==> config.mk <==
export PLATFORM = sky130hd
export DESIGN_NAME = ihb_host_core
export DESIGN_NICKNAME = d
export VERILOG_FILES = /design/src/rtl/ihb_pkg.sv /design/src/rtl/ihb_host_core.sv
export SDC_FILE = /design/constraint.sdc
export NUM_CORES = 1
export LEC_CHECK = 0
export ABC_AREA = 1
export ABC_CLOCK_PERIOD_IN_PS = 2000
export BUFFER_PORTS_ARGS = -buffer_cell sky130_fd_sc_hd__buf_4
export CAP_MARGIN = 20
export CORE_ASPECT_RATIO = 2
export CORE_MARGIN = 4
export CORE_UTILIZATION = 49
export CTS_CLUSTER_SIZE = 12
export DETAILED_ROUTE_END_ITERATION = 10
export PLACE_DENSITY = 0.78
export SLEW_MARGIN = 25
export SYNTH_ARGS = -nofsm -noshare
export SYNTH_HDL_FRONTEND = slang
export SYNTH_SLANG_ARGS = --single-unit
==> constraint.sdc <==
create_clock -name i_clk -period 2 [get_ports i_clk]
set_input_delay 0.2 -clock i_clk [delete_from_list [all_inputs] [get_ports i_clk]]
set_output_delay 0.2 -clock i_clk [all_outputs]
set_load 0.05 [all_outputs]
==> src/rtl/ihb_pkg.sv <==
// Constants, register map and carrier types for the two-wire host core
// Functional notes
// (RL1) Software sets hold-time and fast-plus options before enabling; not changed while enabled.
// (RL2) Writing one to host enable starts the host and its bus state machine.
// (RL3) Writing 0x1 to the bus state field forces Idle; nothing else forceable.
// (RL4) Software sets setup option, then own address, then client enable.
// (RL5) Enabled client stays passive until Start plus matching address.
// (RL6) Separate write and read byte-done flags, pollable, one per byte.
// (RL7) Any host flag set holds SCL low; clearing it releases SCL. Code: held only in the hold state, not after arbitration loss or bus error.
// (RL8) Status shows ack received, bus error, arbitration lost, clock hold, bus state.
// (RL9) Software keeps SCL at or below 100 kHz, 400 kHz or 1 MHz.
// (RL10) SCL low and high durations come from the baud value.
// (RL11) Equal low and high halves; high count starts only once SCL seen high.
// (RL12) SCL period is ten plus twice baud cycles plus rise time.
// (RL13) Software checks low time against 4700, 1300 or 500 ns minimums.
// (RL14) Bus monitor runs whenever host enabled, in every sleep mode.
// (RL15) Monitor uses Start, Stop, collision, time-out detectors and a bit counter.
// (RL16) Bus state is Unknown after enable, reset and disable.
// (RL17) Without forcing, first detected Stop moves the monitor to Idle.
// (RL18) Nonzero time-out setting moves the monitor to Idle on expiry. Code: only from Unknown or Busy, not from Owner.
// (RL19) External Start while Idle gives Busy; Stop or time-out returns Idle.
// (RL20) Own Start while Idle gives Owner; own Stop returns Idle.
// (RL21) Collision while owning loses arbitration; Busy until Stop.
// (RL22) A transaction requested while Busy waits for Idle before Start.
// (RL23) Bus state encoding: Unknown 0, Idle 1, Busy 2, Owner 3.
package ihb_pkg;
  // Register byte addresses, one word each
  localparam logic [7:0] ADR_SHARED_CONTROL_A = 8'h00;
  localparam logic [7:0] ADR_HOST_CONTROL_A = 8'h04;
  localparam logic [7:0] ADR_HOST_CONTROL_B = 8'h08;
  localparam logic [7:0] ADR_HOST_STATUS_REG = 8'h0c;
  localparam logic [7:0] ADR_HOST_BAUD_REG = 8'h10;
  localparam logic [7:0] ADR_HOST_TARGET_ADDRESS = 8'h14;
  localparam logic [7:0] ADR_HOST_DATA_REG = 8'h18;
  localparam logic [7:0] ADR_CLIENT_CONTROL_A = 8'h1c;
  localparam logic [7:0] ADR_CLIENT_OWN_ADDRESS = 8'h20;
  localparam logic [7:0] ADR_CLIENT_STATUS = 8'h24;
  // Field positions
  localparam int FAST_PLUS_BIT = 1;
  localparam int HOLD_SEL_LSB = 2;
  localparam int SETUP_SEL_BIT = 4;
  localparam int HOST_EN_BIT = 0;
  localparam int TMO_LSB = 2;
  localparam int ACKACT_BIT = 2;
  localparam int CLR_RIF_BIT = 7;
  localparam int CLR_WIF_BIT = 6;
  localparam int CLR_ARB_BIT = 3;
  localparam int CLR_BERR_BIT = 2;
  // Values
  localparam logic [7:0] BAUD_RESET = 8'h00;
  localparam logic [8:0] HALF_OFFSET = 9'h005;
  localparam logic [1:0] CMD_RECV = 2'h2;
  localparam logic [1:0] CMD_STOP = 2'h3;
  localparam logic [1:0] BUS_UNKNOWN = 2'h0; // RL23
  localparam logic [1:0] BUS_IDLE = 2'h1; // RL23
  localparam logic [1:0] BUS_BUSY = 2'h2; // RL23
  localparam logic [1:0] BUS_OWNER = 2'h3; // RL23
  // Inactive bus time-outs
  localparam int CLK_PERIOD_NS = 50;
  localparam int TMO1_US = 50;
  localparam int TMO2_US = 100;
  localparam int TMO3_US = 200;
  localparam int TMO1_CYC = TMO1_US * 1000 / CLK_PERIOD_NS;
  localparam int TMO2_CYC = TMO2_US * 1000 / CLK_PERIOD_NS;
  localparam int TMO3_CYC = TMO3_US * 1000 / CLK_PERIOD_NS;

  typedef struct packed {
    logic rif;
    logic wif;
    logic clkhold;
    logic rxack;
    logic arblost;
    logic buserr;
    logic [1:0] bus_state_field;
  } ihb_hstat_s;

  typedef enum logic [6:0] {
    S_IDLE = 7'b0000001,
    S_WAIT = 7'b0000010,
    S_START = 7'b0000100,
    S_LOW = 7'b0001000,
    S_HIGH = 7'b0010000,
    S_HOLD = 7'b0100000,
    S_STOP = 7'b1000000
  } ihb_state_e;
endpackage : ihb_pkg

==> src/rtl/ihb_host_core.sv <==
// Two-wire host core: baud generator, byte engine, bus state monitor, Wishbone registers
//
// Our own choices: the Wishbone slave port and the register offsets.
`timescale 1ns/1ns
`default_nettype none
module ihb_host_core #(
  parameter int TMO_W = 12
) (
  // Clock and reset
  input wire logic i_clk,
  input wire logic i_nrst,
  // Wishbone classic slave
  input wire logic i_wb_cyc,
  input wire logic i_wb_stb,
  input wire logic i_wb_we,
  input wire logic [7:0] i_wb_adr,
  input wire logic [31:0] i_wb_dat,
  input wire logic [3:0] i_wb_sel,
  output logic [31:0] o_wb_dat,
  output logic o_wb_ack,
  // Bus lines, open drain
  input wire logic i_scl,
  output logic o_scl,
  output logic o_scl_oe,
  input wire logic i_sda,
  output logic o_sda,
  output logic o_sda_oe,
  // Pad options
  output logic [1:0] o_data_hold_time_sel,
  output logic o_data_setup_time_sel,
  output logic o_fast_plus_enable
);
  if (TMO_W < 12 || (1 << TMO_W) <= ihb_pkg::TMO3_CYC) begin : g_chk
    $error("TMO_W too small for the longest time-out");
  end

  logic ack_q;
  logic [31:0] rdat_q;
  logic [7:0] shared_control_a_q, host_control_a_q, host_baud_reg_q, host_data_reg_q;
  logic ackact_q, client_en_q, client_match_q;
  logic [6:0] client_own_address_q;
  logic scl_s1_q, scl_s2_q, scl_p_q, sda_s1_q, sda_s2_q, sda_p_q;
  logic start_det, stop_det, scl_rise;
  ihb_pkg::ihb_state_e st_q;
  logic [1:0] phase_q, bus_q;
  logic [8:0] cnt_q, tx_q, own_q, half;
  logic [7:0] rx_q;
  logic [3:0] nbits_q;
  logic hi_seen_q, mode_rx_q, is_addr_q, rw_q, stop_after_q, sda_low_q;
  logic rif_q, wif_q, rxack_q, arb_q, berr_q;
  logic [TMO_W-1:0] tmo_q, tmo_lim;
  logic [3:0] cl_cnt_q;
  logic [7:0] cl_sr_q;
  logic cl_act_q;
  logic req, wr, en, wr_stat, wr_addr, wr_data, wr_cmd, force_idle;
  logic cnt_last, lose, berr, byte_end, cont_rd, set_wif, set_rif, tmo_exp;
  ihb_pkg::ihb_hstat_s stat;

  assign req = i_wb_cyc & i_wb_stb;
  assign wr = req & i_wb_we & ack_q & i_wb_sel[0];
  assign en = host_control_a_q[ihb_pkg::HOST_EN_BIT]; // RL2
  assign wr_stat = wr & (i_wb_adr == ihb_pkg::ADR_HOST_STATUS_REG);
  assign wr_addr = wr & (i_wb_adr == ihb_pkg::ADR_HOST_TARGET_ADDRESS);
  assign wr_data = wr & (i_wb_adr == ihb_pkg::ADR_HOST_DATA_REG);
  assign wr_cmd = wr & (i_wb_adr == ihb_pkg::ADR_HOST_CONTROL_B) & (i_wb_dat[1] == 1'b1);
  assign force_idle = wr_stat & (i_wb_dat[1:0] == ihb_pkg::BUS_IDLE); // RL3

  // Bus slave: ack one cycle after the request, dropped the cycle after
  always_ff @(posedge i_clk or negedge i_nrst)
    if (!i_nrst)
      ack_q <= 1'b0;
    else
      ack_q <= req & ~ack_q;

  assign stat = '{rif: rif_q, wif: wif_q, clkhold: (st_q == ihb_pkg::S_HOLD) & (rif_q | wif_q),
                  rxack: rxack_q, arblost: arb_q, buserr: berr_q, bus_state_field: bus_q}; // RL8

  always_ff @(posedge i_clk or negedge i_nrst)
    if (!i_nrst)
      rdat_q <= 32'h0;
    else if (req & ~ack_q)
    begin
      unique case (i_wb_adr)
        ihb_pkg::ADR_SHARED_CONTROL_A: rdat_q <= {24'h0, shared_control_a_q};
        ihb_pkg::ADR_HOST_CONTROL_A: rdat_q <= {24'h0, host_control_a_q};
        ihb_pkg::ADR_HOST_CONTROL_B: rdat_q <= {29'h0, ackact_q, 2'h0};
        ihb_pkg::ADR_HOST_STATUS_REG: rdat_q <= {24'h0, stat};
        ihb_pkg::ADR_HOST_BAUD_REG: rdat_q <= {24'h0, host_baud_reg_q};
        ihb_pkg::ADR_HOST_DATA_REG: rdat_q <= {24'h0, host_data_reg_q};
        ihb_pkg::ADR_CLIENT_CONTROL_A: rdat_q <= {31'h0, client_en_q};
        ihb_pkg::ADR_CLIENT_OWN_ADDRESS: rdat_q <= {24'h0, client_own_address_q, 1'b0};
        ihb_pkg::ADR_CLIENT_STATUS: rdat_q <= {31'h0, client_match_q};
        default: rdat_q <= 32'h0;
      endcase
    end
  assign o_wb_dat = rdat_q;
  assign o_wb_ack = ack_q;

  // Software registers; pad options are only meant to change while disabled (RL1, RL4)
  always_ff @(posedge i_clk or negedge i_nrst)
    if (!i_nrst)
    begin
      shared_control_a_q <= 8'h00;
      host_control_a_q <= 8'h00;
      host_baud_reg_q <= ihb_pkg::BAUD_RESET;
      ackact_q <= 1'b0;
      client_en_q <= 1'b0;
      client_own_address_q <= 7'h00;
    end
    else if (wr)
    begin
      if (i_wb_adr == ihb_pkg::ADR_SHARED_CONTROL_A)
        shared_control_a_q <= i_wb_dat[7:0];
      if (i_wb_adr == ihb_pkg::ADR_HOST_CONTROL_A)
        host_control_a_q <= i_wb_dat[7:0];
      if (i_wb_adr == ihb_pkg::ADR_HOST_BAUD_REG)
        host_baud_reg_q <= i_wb_dat[7:0];
      if (i_wb_adr == ihb_pkg::ADR_HOST_CONTROL_B)
        ackact_q <= i_wb_dat[ihb_pkg::ACKACT_BIT];
      if (i_wb_adr == ihb_pkg::ADR_CLIENT_CONTROL_A)
        client_en_q <= i_wb_dat[0];
      if (i_wb_adr == ihb_pkg::ADR_CLIENT_OWN_ADDRESS)
        client_own_address_q <= i_wb_dat[7:1];
    end
  assign o_fast_plus_enable = shared_control_a_q[ihb_pkg::FAST_PLUS_BIT];
  assign o_data_hold_time_sel = shared_control_a_q[ihb_pkg::HOLD_SEL_LSB +: 2];
  assign o_data_setup_time_sel = shared_control_a_q[ihb_pkg::SETUP_SEL_BIT];

  // Line synchronisers and condition detectors
  always_ff @(posedge i_clk or negedge i_nrst)
    if (!i_nrst)
    begin
      {scl_s1_q, scl_s2_q, scl_p_q} <= 3'h7;
      {sda_s1_q, sda_s2_q, sda_p_q} <= 3'h7;
    end
    else
    begin
      {scl_s1_q, scl_s2_q, scl_p_q} <= {i_scl, scl_s1_q, scl_s2_q};
      {sda_s1_q, sda_s2_q, sda_p_q} <= {i_sda, sda_s1_q, sda_s2_q};
    end
  assign start_det = scl_s2_q & scl_p_q & sda_p_q & ~sda_s2_q; // RL15
  assign stop_det = scl_s2_q & scl_p_q & ~sda_p_q & sda_s2_q; // RL15
  assign scl_rise = scl_s2_q & ~scl_p_q;

  // Engine events
  assign half = {1'b0, host_baud_reg_q} + ihb_pkg::HALF_OFFSET; // RL10 RL12
  assign cnt_last = (cnt_q == half - 9'h001);
  // Collision: released a one but the line reads low
  assign lose = (st_q == ihb_pkg::S_HIGH) & scl_s2_q & ~hi_seen_q & own_q[8] & tx_q[8]
              & ~sda_s2_q; // RL21
  assign berr = (start_det | stop_det) & ((st_q == ihb_pkg::S_LOW) | (st_q == ihb_pkg::S_HIGH)
              | (st_q == ihb_pkg::S_HOLD));
  assign byte_end = (st_q == ihb_pkg::S_HIGH) & hi_seen_q & cnt_last & (nbits_q == 4'h1);
  assign cont_rd = byte_end & ~mode_rx_q & is_addr_q & rw_q & ~rx_q[0];
  assign set_wif = (byte_end & ~mode_rx_q & ~cont_rd) | lose | berr; // RL6
  assign set_rif = byte_end & mode_rx_q & ~stop_after_q; // RL6

  // Byte engine
  always_ff @(posedge i_clk or negedge i_nrst)
    if (!i_nrst)
    begin
      st_q <= ihb_pkg::S_IDLE;
      {phase_q, cnt_q, tx_q, own_q, rx_q, nbits_q} <= '0;
      {hi_seen_q, mode_rx_q, is_addr_q, rw_q, stop_after_q} <= 5'h0;
      host_data_reg_q <= 8'h00;
    end
    else if (!en || lose || berr)
      st_q <= ihb_pkg::S_IDLE;
    else
    begin
      cnt_q <= cnt_q + 9'h001;
      unique case (st_q)
        ihb_pkg::S_IDLE, ihb_pkg::S_WAIT:
          if (st_q == ihb_pkg::S_WAIT && bus_q == ihb_pkg::BUS_IDLE)
          begin
            st_q <= ihb_pkg::S_START;
            {phase_q, cnt_q} <= '0;
          end
          else if (wr_addr)
            st_q <= ihb_pkg::S_WAIT; // RL22
        ihb_pkg::S_START:
          if (phase_q == 2'h0 && !scl_s2_q)
            cnt_q <= '0;
          else if (cnt_last)
          begin
            cnt_q <= '0;
            phase_q <= 2'h1;
            if (phase_q == 2'h1)
              st_q <= ihb_pkg::S_LOW;
          end
        ihb_pkg::S_LOW:
          if (cnt_last)
          begin
            st_q <= ihb_pkg::S_HIGH;
            cnt_q <= '0;
            hi_seen_q <= 1'b0;
          end
        ihb_pkg::S_HIGH:
          if (!hi_seen_q)
          begin
            cnt_q <= '0; // RL11
            if (scl_s2_q)
            begin
              hi_seen_q <= 1'b1;
              rx_q <= {rx_q[6:0], sda_s2_q};
            end
          end
          else if (cnt_last)
          begin
            cnt_q <= '0;
            st_q <= ihb_pkg::S_LOW;
            if (nbits_q != 4'h1)
            begin
              tx_q <= {tx_q[7:0], 1'b1};
              own_q <= {own_q[7:0], 1'b0};
              nbits_q <= nbits_q - 4'h1;
            end
            else if (stop_after_q)
            begin
              st_q <= ihb_pkg::S_STOP;
              phase_q <= 2'h0;
            end
            else if (cont_rd)
            begin
              {tx_q, own_q, nbits_q, mode_rx_q, is_addr_q} <= {9'h1ff, 9'h000, 4'h8, 2'b10};
            end
            else
            begin
              st_q <= ihb_pkg::S_HOLD;
              if (mode_rx_q)
                host_data_reg_q <= rx_q;
            end
          end
        ihb_pkg::S_HOLD:
        begin
          cnt_q <= '0;
          phase_q <= 2'h0;
          if (wr_addr)
            st_q <= ihb_pkg::S_START;
          else if (wr_data && !mode_rx_q)
            st_q <= ihb_pkg::S_LOW;
          else if (wr_cmd && (mode_rx_q || i_wb_dat[1:0] == ihb_pkg::CMD_STOP))
            st_q <= (mode_rx_q ? ihb_pkg::S_LOW : ihb_pkg::S_STOP);
        end
        ihb_pkg::S_STOP:
          if (phase_q == 2'h1 && !scl_s2_q)
            cnt_q <= '0;
          else if (cnt_last)
          begin
            cnt_q <= '0;
            phase_q <= phase_q + 2'h1;
            if (phase_q == 2'h2)
              st_q <= ihb_pkg::S_IDLE; // RL20
          end
        default: st_q <= ihb_pkg::S_IDLE;
      endcase
      // Loads for new transfers
      if (wr_addr && (st_q == ihb_pkg::S_IDLE || st_q == ihb_pkg::S_HOLD))
      begin
        {tx_q, own_q, nbits_q} <= {i_wb_dat[7:0], 1'b1, 9'h1fe, 4'h9};
        {mode_rx_q, is_addr_q, rw_q, stop_after_q} <= {2'b01, i_wb_dat[0], 1'b0};
      end
      else if (st_q == ihb_pkg::S_HOLD && wr_data && !mode_rx_q)
      begin
        {tx_q, own_q, nbits_q, is_addr_q} <= {i_wb_dat[7:0], 1'b1, 9'h1fe, 4'h9, 1'b0};
        host_data_reg_q <= i_wb_dat[7:0];
      end
      else if (st_q == ihb_pkg::S_HOLD && wr_cmd && mode_rx_q)
      begin
        // Acknowledge choice written together with the command is the one sent
        {tx_q, own_q} <= {i_wb_dat[ihb_pkg::ACKACT_BIT], 8'hff, 9'h100};
        stop_after_q <= (i_wb_dat[1:0] == ihb_pkg::CMD_STOP);
        nbits_q <= (i_wb_dat[1:0] == ihb_pkg::CMD_STOP) ? 4'h1 : 4'h9;
      end
    end

  // Data line drive changes two cycles into the low phase so it never changes under SCL high
  always_ff @(posedge i_clk or negedge i_nrst)
    if (!i_nrst)
      sda_low_q <= 1'b0;
    else if (!en || lose || berr || st_q == ihb_pkg::S_IDLE || st_q == ihb_pkg::S_WAIT)
      sda_low_q <= 1'b0;
    else if (st_q == ihb_pkg::S_START)
      sda_low_q <= (phase_q == 2'h1);
    else if (st_q == ihb_pkg::S_LOW && cnt_q == 9'h001)
      sda_low_q <= ~tx_q[8];
    else if (st_q == ihb_pkg::S_STOP && cnt_q == 9'h001)
      sda_low_q <= (phase_q != 2'h2);

  assign o_scl_oe = (st_q == ihb_pkg::S_LOW) | ((st_q == ihb_pkg::S_STOP) & (phase_q == 2'h0))
                  | ((st_q == ihb_pkg::S_HOLD) & (rif_q | wif_q)); // RL7
  assign o_sda_oe = sda_low_q;
  assign o_scl = 1'b0;
  assign o_sda = 1'b0;

  // Status flags; a hardware set wins over a software clear
  always_ff @(posedge i_clk or negedge i_nrst)
    if (!i_nrst)
      {rif_q, wif_q, rxack_q, arb_q, berr_q} <= 5'h0;
    else if (!en)
      {rif_q, wif_q, rxack_q, arb_q, berr_q} <= 5'h0;
    else
    begin
      wif_q <= set_wif | (wif_q & ~((wr_stat & i_wb_dat[ihb_pkg::CLR_WIF_BIT]) | wr_data
               | wr_addr | wr_cmd)); // RL7
      rif_q <= set_rif | (rif_q & ~((wr_stat & i_wb_dat[ihb_pkg::CLR_RIF_BIT]) | wr_data
               | wr_addr | wr_cmd)); // RL7
      arb_q <= lose | berr | (arb_q & ~(wr_stat & i_wb_dat[ihb_pkg::CLR_ARB_BIT] | wr_addr));
      berr_q <= berr | (berr_q & ~(wr_stat & i_wb_dat[ihb_pkg::CLR_BERR_BIT] | wr_addr));
      if (byte_end && !mode_rx_q)
        rxack_q <= rx_q[0];
    end

  // Inactive bus time-out
  always_comb
  begin
    unique case (host_control_a_q[ihb_pkg::TMO_LSB +: 2])
      2'h1: tmo_lim = TMO_W'(ihb_pkg::TMO1_CYC);
      2'h2: tmo_lim = TMO_W'(ihb_pkg::TMO2_CYC);
      2'h3: tmo_lim = TMO_W'(ihb_pkg::TMO3_CYC);
      default: tmo_lim = '0;
    endcase
  end
  always_ff @(posedge i_clk or negedge i_nrst)
    if (!i_nrst)
      tmo_q <= '0;
    else if (!en || tmo_lim == '0 || scl_s2_q != scl_p_q || sda_s2_q != sda_p_q)
      tmo_q <= '0;
    else if (tmo_q != tmo_lim)
      tmo_q <= tmo_q + 1'b1;
  assign tmo_exp = (tmo_lim != '0) & (tmo_q == tmo_lim); // RL18

  // Bus state monitor, running whenever the host is enabled
  always_ff @(posedge i_clk or negedge i_nrst)
    if (!i_nrst)
      bus_q <= ihb_pkg::BUS_UNKNOWN; // RL16
    else if (!en)
      bus_q <= ihb_pkg::BUS_UNKNOWN; // RL16 RL14
    else if (force_idle)
      bus_q <= ihb_pkg::BUS_IDLE; // RL3
    else if (lose || berr)
      bus_q <= stop_det ? ihb_pkg::BUS_IDLE : ihb_pkg::BUS_BUSY; // RL21
    else if (stop_det)
      bus_q <= ihb_pkg::BUS_IDLE; // RL17 RL19 RL20
    else if (start_det && st_q == ihb_pkg::S_START)
      bus_q <= ihb_pkg::BUS_OWNER; // RL20
    else if (start_det && bus_q == ihb_pkg::BUS_IDLE)
      bus_q <= ihb_pkg::BUS_BUSY; // RL19
    else if (tmo_exp && (bus_q == ihb_pkg::BUS_UNKNOWN || bus_q == ihb_pkg::BUS_BUSY))
      bus_q <= ihb_pkg::BUS_IDLE; // RL18 RL19

  // Bit counter and passive client address match
  always_ff @(posedge i_clk or negedge i_nrst)
    if (!i_nrst)
      {cl_act_q, cl_cnt_q, cl_sr_q, client_match_q} <= '0;
    else
    begin
      if (start_det)
        {cl_act_q, cl_cnt_q} <= {1'b1, 4'h0}; // RL15
      else if (stop_det)
        cl_act_q <= 1'b0;
      else if (scl_rise && cl_act_q)
      begin
        cl_sr_q <= {cl_sr_q[6:0], sda_s2_q};
        cl_cnt_q <= cl_cnt_q + 4'h1;
        if (cl_cnt_q == 4'h7)
          cl_act_q <= 1'b0;
      end
      client_match_q <= (client_en_q & scl_rise & cl_act_q & (cl_cnt_q == 4'h7)
                        & (cl_sr_q[6:0] == client_own_address_q))
                        | (client_match_q & ~(wr & i_wb_dat[0]
                        & (i_wb_adr == ihb_pkg::ADR_CLIENT_STATUS))); // RL5
    end
endmodule : ihb_host_core
`default_nettype wire

; ---- Word-level counts from Yosys, hierarchy flattened
; Cells that the tools add are included.
[totals]
ff_bits = 166
in_bits = 51
out_inout_bits = 41
[op_classes]
n_addsub = 7
eq_ne = 66
muxes = 124
bitwise_logic = 91
reduce_logical = 75
[op_table]
columns = op, n
row1 = 9-bit 2-to-1 mux, 23
row2 = 7-bit 2-to-1 mux, 18
row3 = 8-bit 2-to-1 mux, 9
row4 = 8-bit case mux with 9 select lines, 1
row5 = 9-bit case mux with 6 select lines, 1
row6 = 4-bit 2-to-1 mux, 13
row7 = 1-bit bitwise AND, 51
row8 = 7-bit case mux with 6 select lines, 1
row9 = 12-bit case mux with 3 select lines, 1
row10 = 1-bit 2-to-1 mux, 35
row11 = 2-bit 2-to-1 mux, 17
row12 = "8-bit by 5-bit equality test with 1-bit output, second input constant", 4
row13 = "2-bit inequality test, second input constant", 13
row14 = 12-bit 2-to-1 mux, 2
row15 = 1-bit OR, 22
row16 = 11-bit AND reduction, 2
row17 = "3-bit inequality test, second input constant", 7
row18 = 1-bit inverter, 18
row19 = 2-bit AND reduction, 9
row20 = 3-bit nonzero test, 6
row21 = 1-bit logical AND, 17
row22 = "8-bit by 4-bit equality test with 1-bit output, second input constant", 2
row23 = "8-bit by 6-bit equality test with 1-bit output, second input constant", 2
row24 = 2-bit nonzero test, 8
row25 = other kinds (49), 81

; ---- Longest topological paths before layout
[logic_depth]
ltp_word = 18
mapped_depth = 19

; ---- Worst setup path before layout
; OpenSTA, ideal clock, no wires.
[synth_path]
path_kind = register to register
startpoint = register ack_q (netlist: o_wb_ack)
endpoint = register tx_q[8]
setup_ns = 0.124
arrival_ns = 2.170
required_time_ns = 1.876
setup_slack_ns = -0.294
path_stages_with_launch = 13
synth_period_minus_slack_ns = 2.294
path_cell_list = dfrtp_1 inv_1 nor2_1 nand3_1 inv_2 nand4_2 nor3_1 nor3b_1 nand2_2 nand2_4 buf_6 nand2_1 nand3_1
[synth_via]
elab_chain_cells = 9
[synth_lines]
columns = element, line_no
row1 = from (decl), ihb_host_core.sv:37  ; logic ack_q;
row2 = from (signal assigned), ihb_host_core.sv:73  ; ack_q <= req & ~ack_q;
row3 = 1-bit bitwise AND (*) (2 in series), ihb_host_core.sv:60  ; assign wr = req & i_wb_we & ack_q & i_wb_sel[0];
row4 = branches (longest 7 deep; another with 6-bit AND reduction), -
row5 = to (signal assigned), ihb_host_core.sv:260  ; {tx_q, own_q, nbits_q} <= {i_wb_dat[7:0], 1'b1, 9'h1fe, 4'h9};
row6 = to (signal assigned), ihb_host_core.sv:265  ; {tx_q, own_q, nbits_q, is_addr_q} <= {i_wb_dat[7:0], 1'b1, 9'h1fe, 4'h9, 1'b0};
row7 = to (signal assigned), ihb_host_core.sv:271  ; {tx_q, own_q} <= {i_wb_dat[ihb_pkg::ACKACT_BIT], 8'hff, 9'h100};
row8 = to (decl), ihb_host_core.sv:46  ; logic [8:0] cnt_q, tx_q, own_q, half;
; Every way passes the cells marked *.
; A chain may end at the register's enable or synchronous reset.

; ---- Final worst setup path
[layout_path]
startpoint = register host_baud_reg_q[2]
endpoint = register own_q[8]
[layout_via]
elab_chain_cells = 11
[layout_lines]
columns = element, line_no
row1 = from (decl), ihb_host_core.sv:39  ; logic [7:0] shared_control_a_q, host_control_a_q, host_baud_reg_q, host_data_reg_q;
row2 = from (signal assigned), ihb_host_core.sv:105  ; host_baud_reg_q <= ihb_pkg::BAUD_RESET;
row3 = from (signal assigned), ihb_host_core.sv:117  ; host_baud_reg_q <= i_wb_dat[7:0];
row4 = 8-bit by 3-bit adder with 9-bit output (*), ihb_host_core.sv:146  ; assign half = {1'b0, host_baud_reg_q} + ihb_pkg::HALF_OFFSET;
row5 = 9-bit by 1-bit subtractor with 9-bit output (*), ihb_host_core.sv:147  ; assign cnt_last = (cnt_q == half - 9'h001);
row6 = 9-bit equality test (*), ihb_host_core.sv:147
row7 = 1-bit bitwise AND (2 in series), ihb_host_core.sv:153  ; assign byte_end = (st_q == ihb_pkg::S_HIGH) & hi_seen_q & cnt_last & (nbits_q == 4'h1);
row8 = 1-bit bitwise AND (4 in series), ihb_host_core.sv:154  ; assign cont_rd = byte_end & ~mode_rx_q & is_addr_q & rw_q & ~rx_q[0];
row9 = 5-bit nonzero test (no line), -
row10 = 6-bit AND reduction (no line) (*), -
row11 = to (signal assigned), ihb_host_core.sv:215  ; own_q <= {own_q[7:0], 1'b0};
row12 = to (signal assigned), ihb_host_core.sv:225  ; {tx_q, own_q, nbits_q, mode_rx_q, is_addr_q} <= {9'h1ff, 9'h000, 4'h8, 2'b10};
row13 = to (signal assigned), ihb_host_core.sv:260
row14 = to (decl), ihb_host_core.sv:46
; Mark *: on every way between the ends. The rest lies on a longest branch, timed or not.

==> results.md <==
* Outcome: complete, but fails checks
* Violated checks: negative setup slack
* Area growth syn-to-layout at 42.3%
* Initial Utilization at 50.0%
* Initial antenna violation count at 0
* GR peak layer: met2
* Critical path launch point type: flip-flop
* Worst ir drop on vdd at 0.681 mV
* CP required at 2.34 ns
* Synth area leaders: dfrtp_1 (41%), nand2_1 (10%), inv_1 (7.3%)
* Core area at 16300 µm²
* GR Layer Usage met3 at 5.53%
* Routed Antenna Nets at 0
* Vias in the first global route at 8864
* Share of cells above drive strength 1 at 34.2%
* Hold Crit Class: in -> reg
* Largest area contributor in the netlist: dfrtp_1
* Largest net degree at the start of global routing at 38
* H-tree depth at 4
* WP data arrival at 2.93 ns
* Met1 Usage GRT at 29.0%
* Endpoints failing setup at 65
* Max cap viols at 0
* Ant diodes at 0
* End-of-flow core utilization at 71.2%
* IO Pins at 92
* Post-synth ARST share at 100%
* Clock Tree Buf Depth at 2
* Via count at 9141
* Most common cell in the netlist: nand2_1
* Yosys reg bits at 141
* Die Height at 190 µm
* Clk_skew at 0.0103 ns
* Synth top area share at 41.2%
* Worst path slowest cell: dfrtp_1
* Fin. Hold Viols at 0
* Number of synthesized flops with an enable pin at 0
* Die X at 99.1 µm
* CP delay by family, top: simple AND/OR/NAND/NOR gates
* Fmax at 0.385 GHz
* Non-filler cells, final at 1512
* Crit Path Category: reg -> reg
* Post-DP Area at 9780 µm²
* Die footprint at 18900 µm²
* CP Cell Sequence: ha_4, inv_2, nand2_2, nand2_1, nor2_1, nand3_1, nor2_2, nand3_2, nor2_4, nand4_4, nand2_4, nand3_4, nand2_8, buf_6, nand3_2, nand2_1, inv_1
* Mean post-synth cell area at 7.73 µm²
* Crit Path Max Fanout at 6
* Cell row count at 66
* Worst-Skew Late Latency at 0.44 ns
* Synth warn at 0
* RSZ-0062 raised after global routing: true
* Gr usage total at 29.9%
* DRT Wirelength at 31.1 mm
* Post-Syn Instances at 1053
* Power density cells at 594 nW/µm²
* Primary FF master, synth: dfrtp_1
* Synth unique cells at 50
* GPL Wtd Cong at 0.904
* Fin area at 11600 µm²
* Fin crit share at 130%
* TritonRoute pass-1 iters at 6
* Commonest cells in the synthesized netlist: nand2_1 (221), inv_1 (159), dfrtp_1 (134)
* CTS buffer count at 17
* Nets at 1363
* Total clock sinks at 141
* Cell Area, Synth at 8140 µm²
* Post-synthesis sequential area ratio at 43.5%
* Detail Placement HPWL at 19.1 mm
* Buf/Inv on CP at 3
* Port bufs at 38
* Grt ovf at 0
* CP Capture Type: flip-flop
* Clk root buf: clkbuf_16
* Critical Path Max Stage Delay at 0.42 ns
* M2 GR Usage at 53.7%
* First-pass GRT wire length at 44.1 mm
* Routed wire length per instance at 20.6 µm
* WHS at 0.0279 ns
* TritonCTS clock tree: built
* Tmin final at 2.59 ns
* Max Slew Vio Count at 0
* Pleak at 0.00554 µW
* Worst setup slack after layout at -0.595 ns
* DRC at 0
* Worst-path clk slew at 0.07 ns
* DRT iter0 DRCs at 906
* Vias per inst at 6.05
* Cells after DPL at 1434
[layer usage]
layer | share of wire [%] | wire length, µm | vias to the layer above
met5 | 0 | 0 | -
met4 | 10 | 3250 | 0
met3 | 7.8 | 2420 | 257
met2 | 51 | 15700 | 667
met1 | 31 | 9680 | 4284
li1 | - | - | 3933
[final timing paths]
| kind | end | cells after the start | startpoint | slack, ns |
|---|---|---|---|---|
| max | own_q[8]$_DFFE_PN0P_ | 17 | host_baud_reg_q[2]$_DFFE_PN0P_ | -0.59 |
| min | tx_q[8]$_DFFE_PN0P_ | 3 | i_wb_dat[7] | 0.03 |
| max reg2reg | own_q[8]$_DFFE_PN0P_ | 17 | host_baud_reg_q[2]$_DFFE_PN0P_ | -0.59 |
| min reg2reg | scl_s2_q$_DFF_PN1_ | 0 | scl_s1_q$_DFF_PN1_ | 0.36 |
| max in group asynchronous | tx_q[3]$_DFFE_PN0P_ | 3 | i_nrst | 1.05 |
| min in group asynchronous | tmo_q[0]$_DFFE_PN0P_ | 2 | i_nrst | 0.24 |
[worst reg2reg max path, delay by kind of cell, from the launching register on]
family | cells | cell delay [ns]
adder cells (fa/ha/maj) | 1 | 0.29
AND/OR/NAND/NOR | 13 | 1.54
buffers and inverters | 3 | 0.26
flip-flops | 1 | 0.42
[state kept, by name, summed over array words and instances, names as in the netlist, 7 cells and up]
| name | flops |
|---|---|
| cl_sr_q | 7 |
| cnt_q | 9 |
| tx_q | 9 |
| host_data_reg_q | 8 |
| own_q | 8 |
| client_own_address_q | 7 |
| rx_q | 8 |
| st_q | 7 |
| host_baud_reg_q | 8 |
| tmo_q | 12 |
| host_control_a_q | 8 |
| o_wb_dat | 8 |
| shared_control_a_q | 8 |
[where the power goes]
group          total (µW)  switching [µW]  leakage [µW]  internal, µW
Combinational         621             419       0.00344           202
Clock                3200            1440      0.000281          1750
Sequential           3060            94.3       0.00182          2970
[per-stage QoR]
step	power, µW	TNS, ns	setup slack [ns]
floorplan	3470	-3.76	-0.168
global placement	3670	-10.44	-0.406
detailed placement	3700	-13.65	-0.403
CTS	6850	-9.99	-0.283
global route	7090	-34.67	-0.738
finish	6880	-26.30	-0.595
[layout by cell type, fill, tap and decap left out, drive strengths merged, types with 7 or more instances in the layout]
master	count
a31oi	10
o22ai	14
o211ai	7
nor3	28
ha	17
clkbuf	18
o21ai	120
nand4	25
mux2	11
dfstp	7
buf	239
xor2	7
inv	172
nor2	72
a21oi	44
conb	26
nand3	73
dfrtp	134
nand2	229
[cells by family after synthesis]
family	Yosys count	share of synthesized area, %
muxes	12	1.65
buffers and inverters	212	11.4
and+or+nand+nor	440	24.2
other	1	0.0461
AOI/OAI and AO/OA	219	15.4
adders and majority gates	17	2.61
xor gates and xnor gates	11	1.18
DFF	141	43.5
[repair_timing]
item | in CTS | in global routing
gates cloned | 2 | 3
hold buffers | 3 | 0
endpoints found under the setup margin | 66 | 77
resized for setup | 117 | 105
setup buffers | 21 | 19
pin swaps | 37 | 43
hold endpoints to repair | 35 | 0
[layout make-up]
class                      count  area [µm²]
sequential                   141        3540
inverter                     164         626
tap                          204         255
clock buffer                  17         425
fill                        1062        4690
timing repair buffer         243        2050
multi-input combinational    728        4530
clock inverter                15         150
Power figures use the tool's default switching activity.
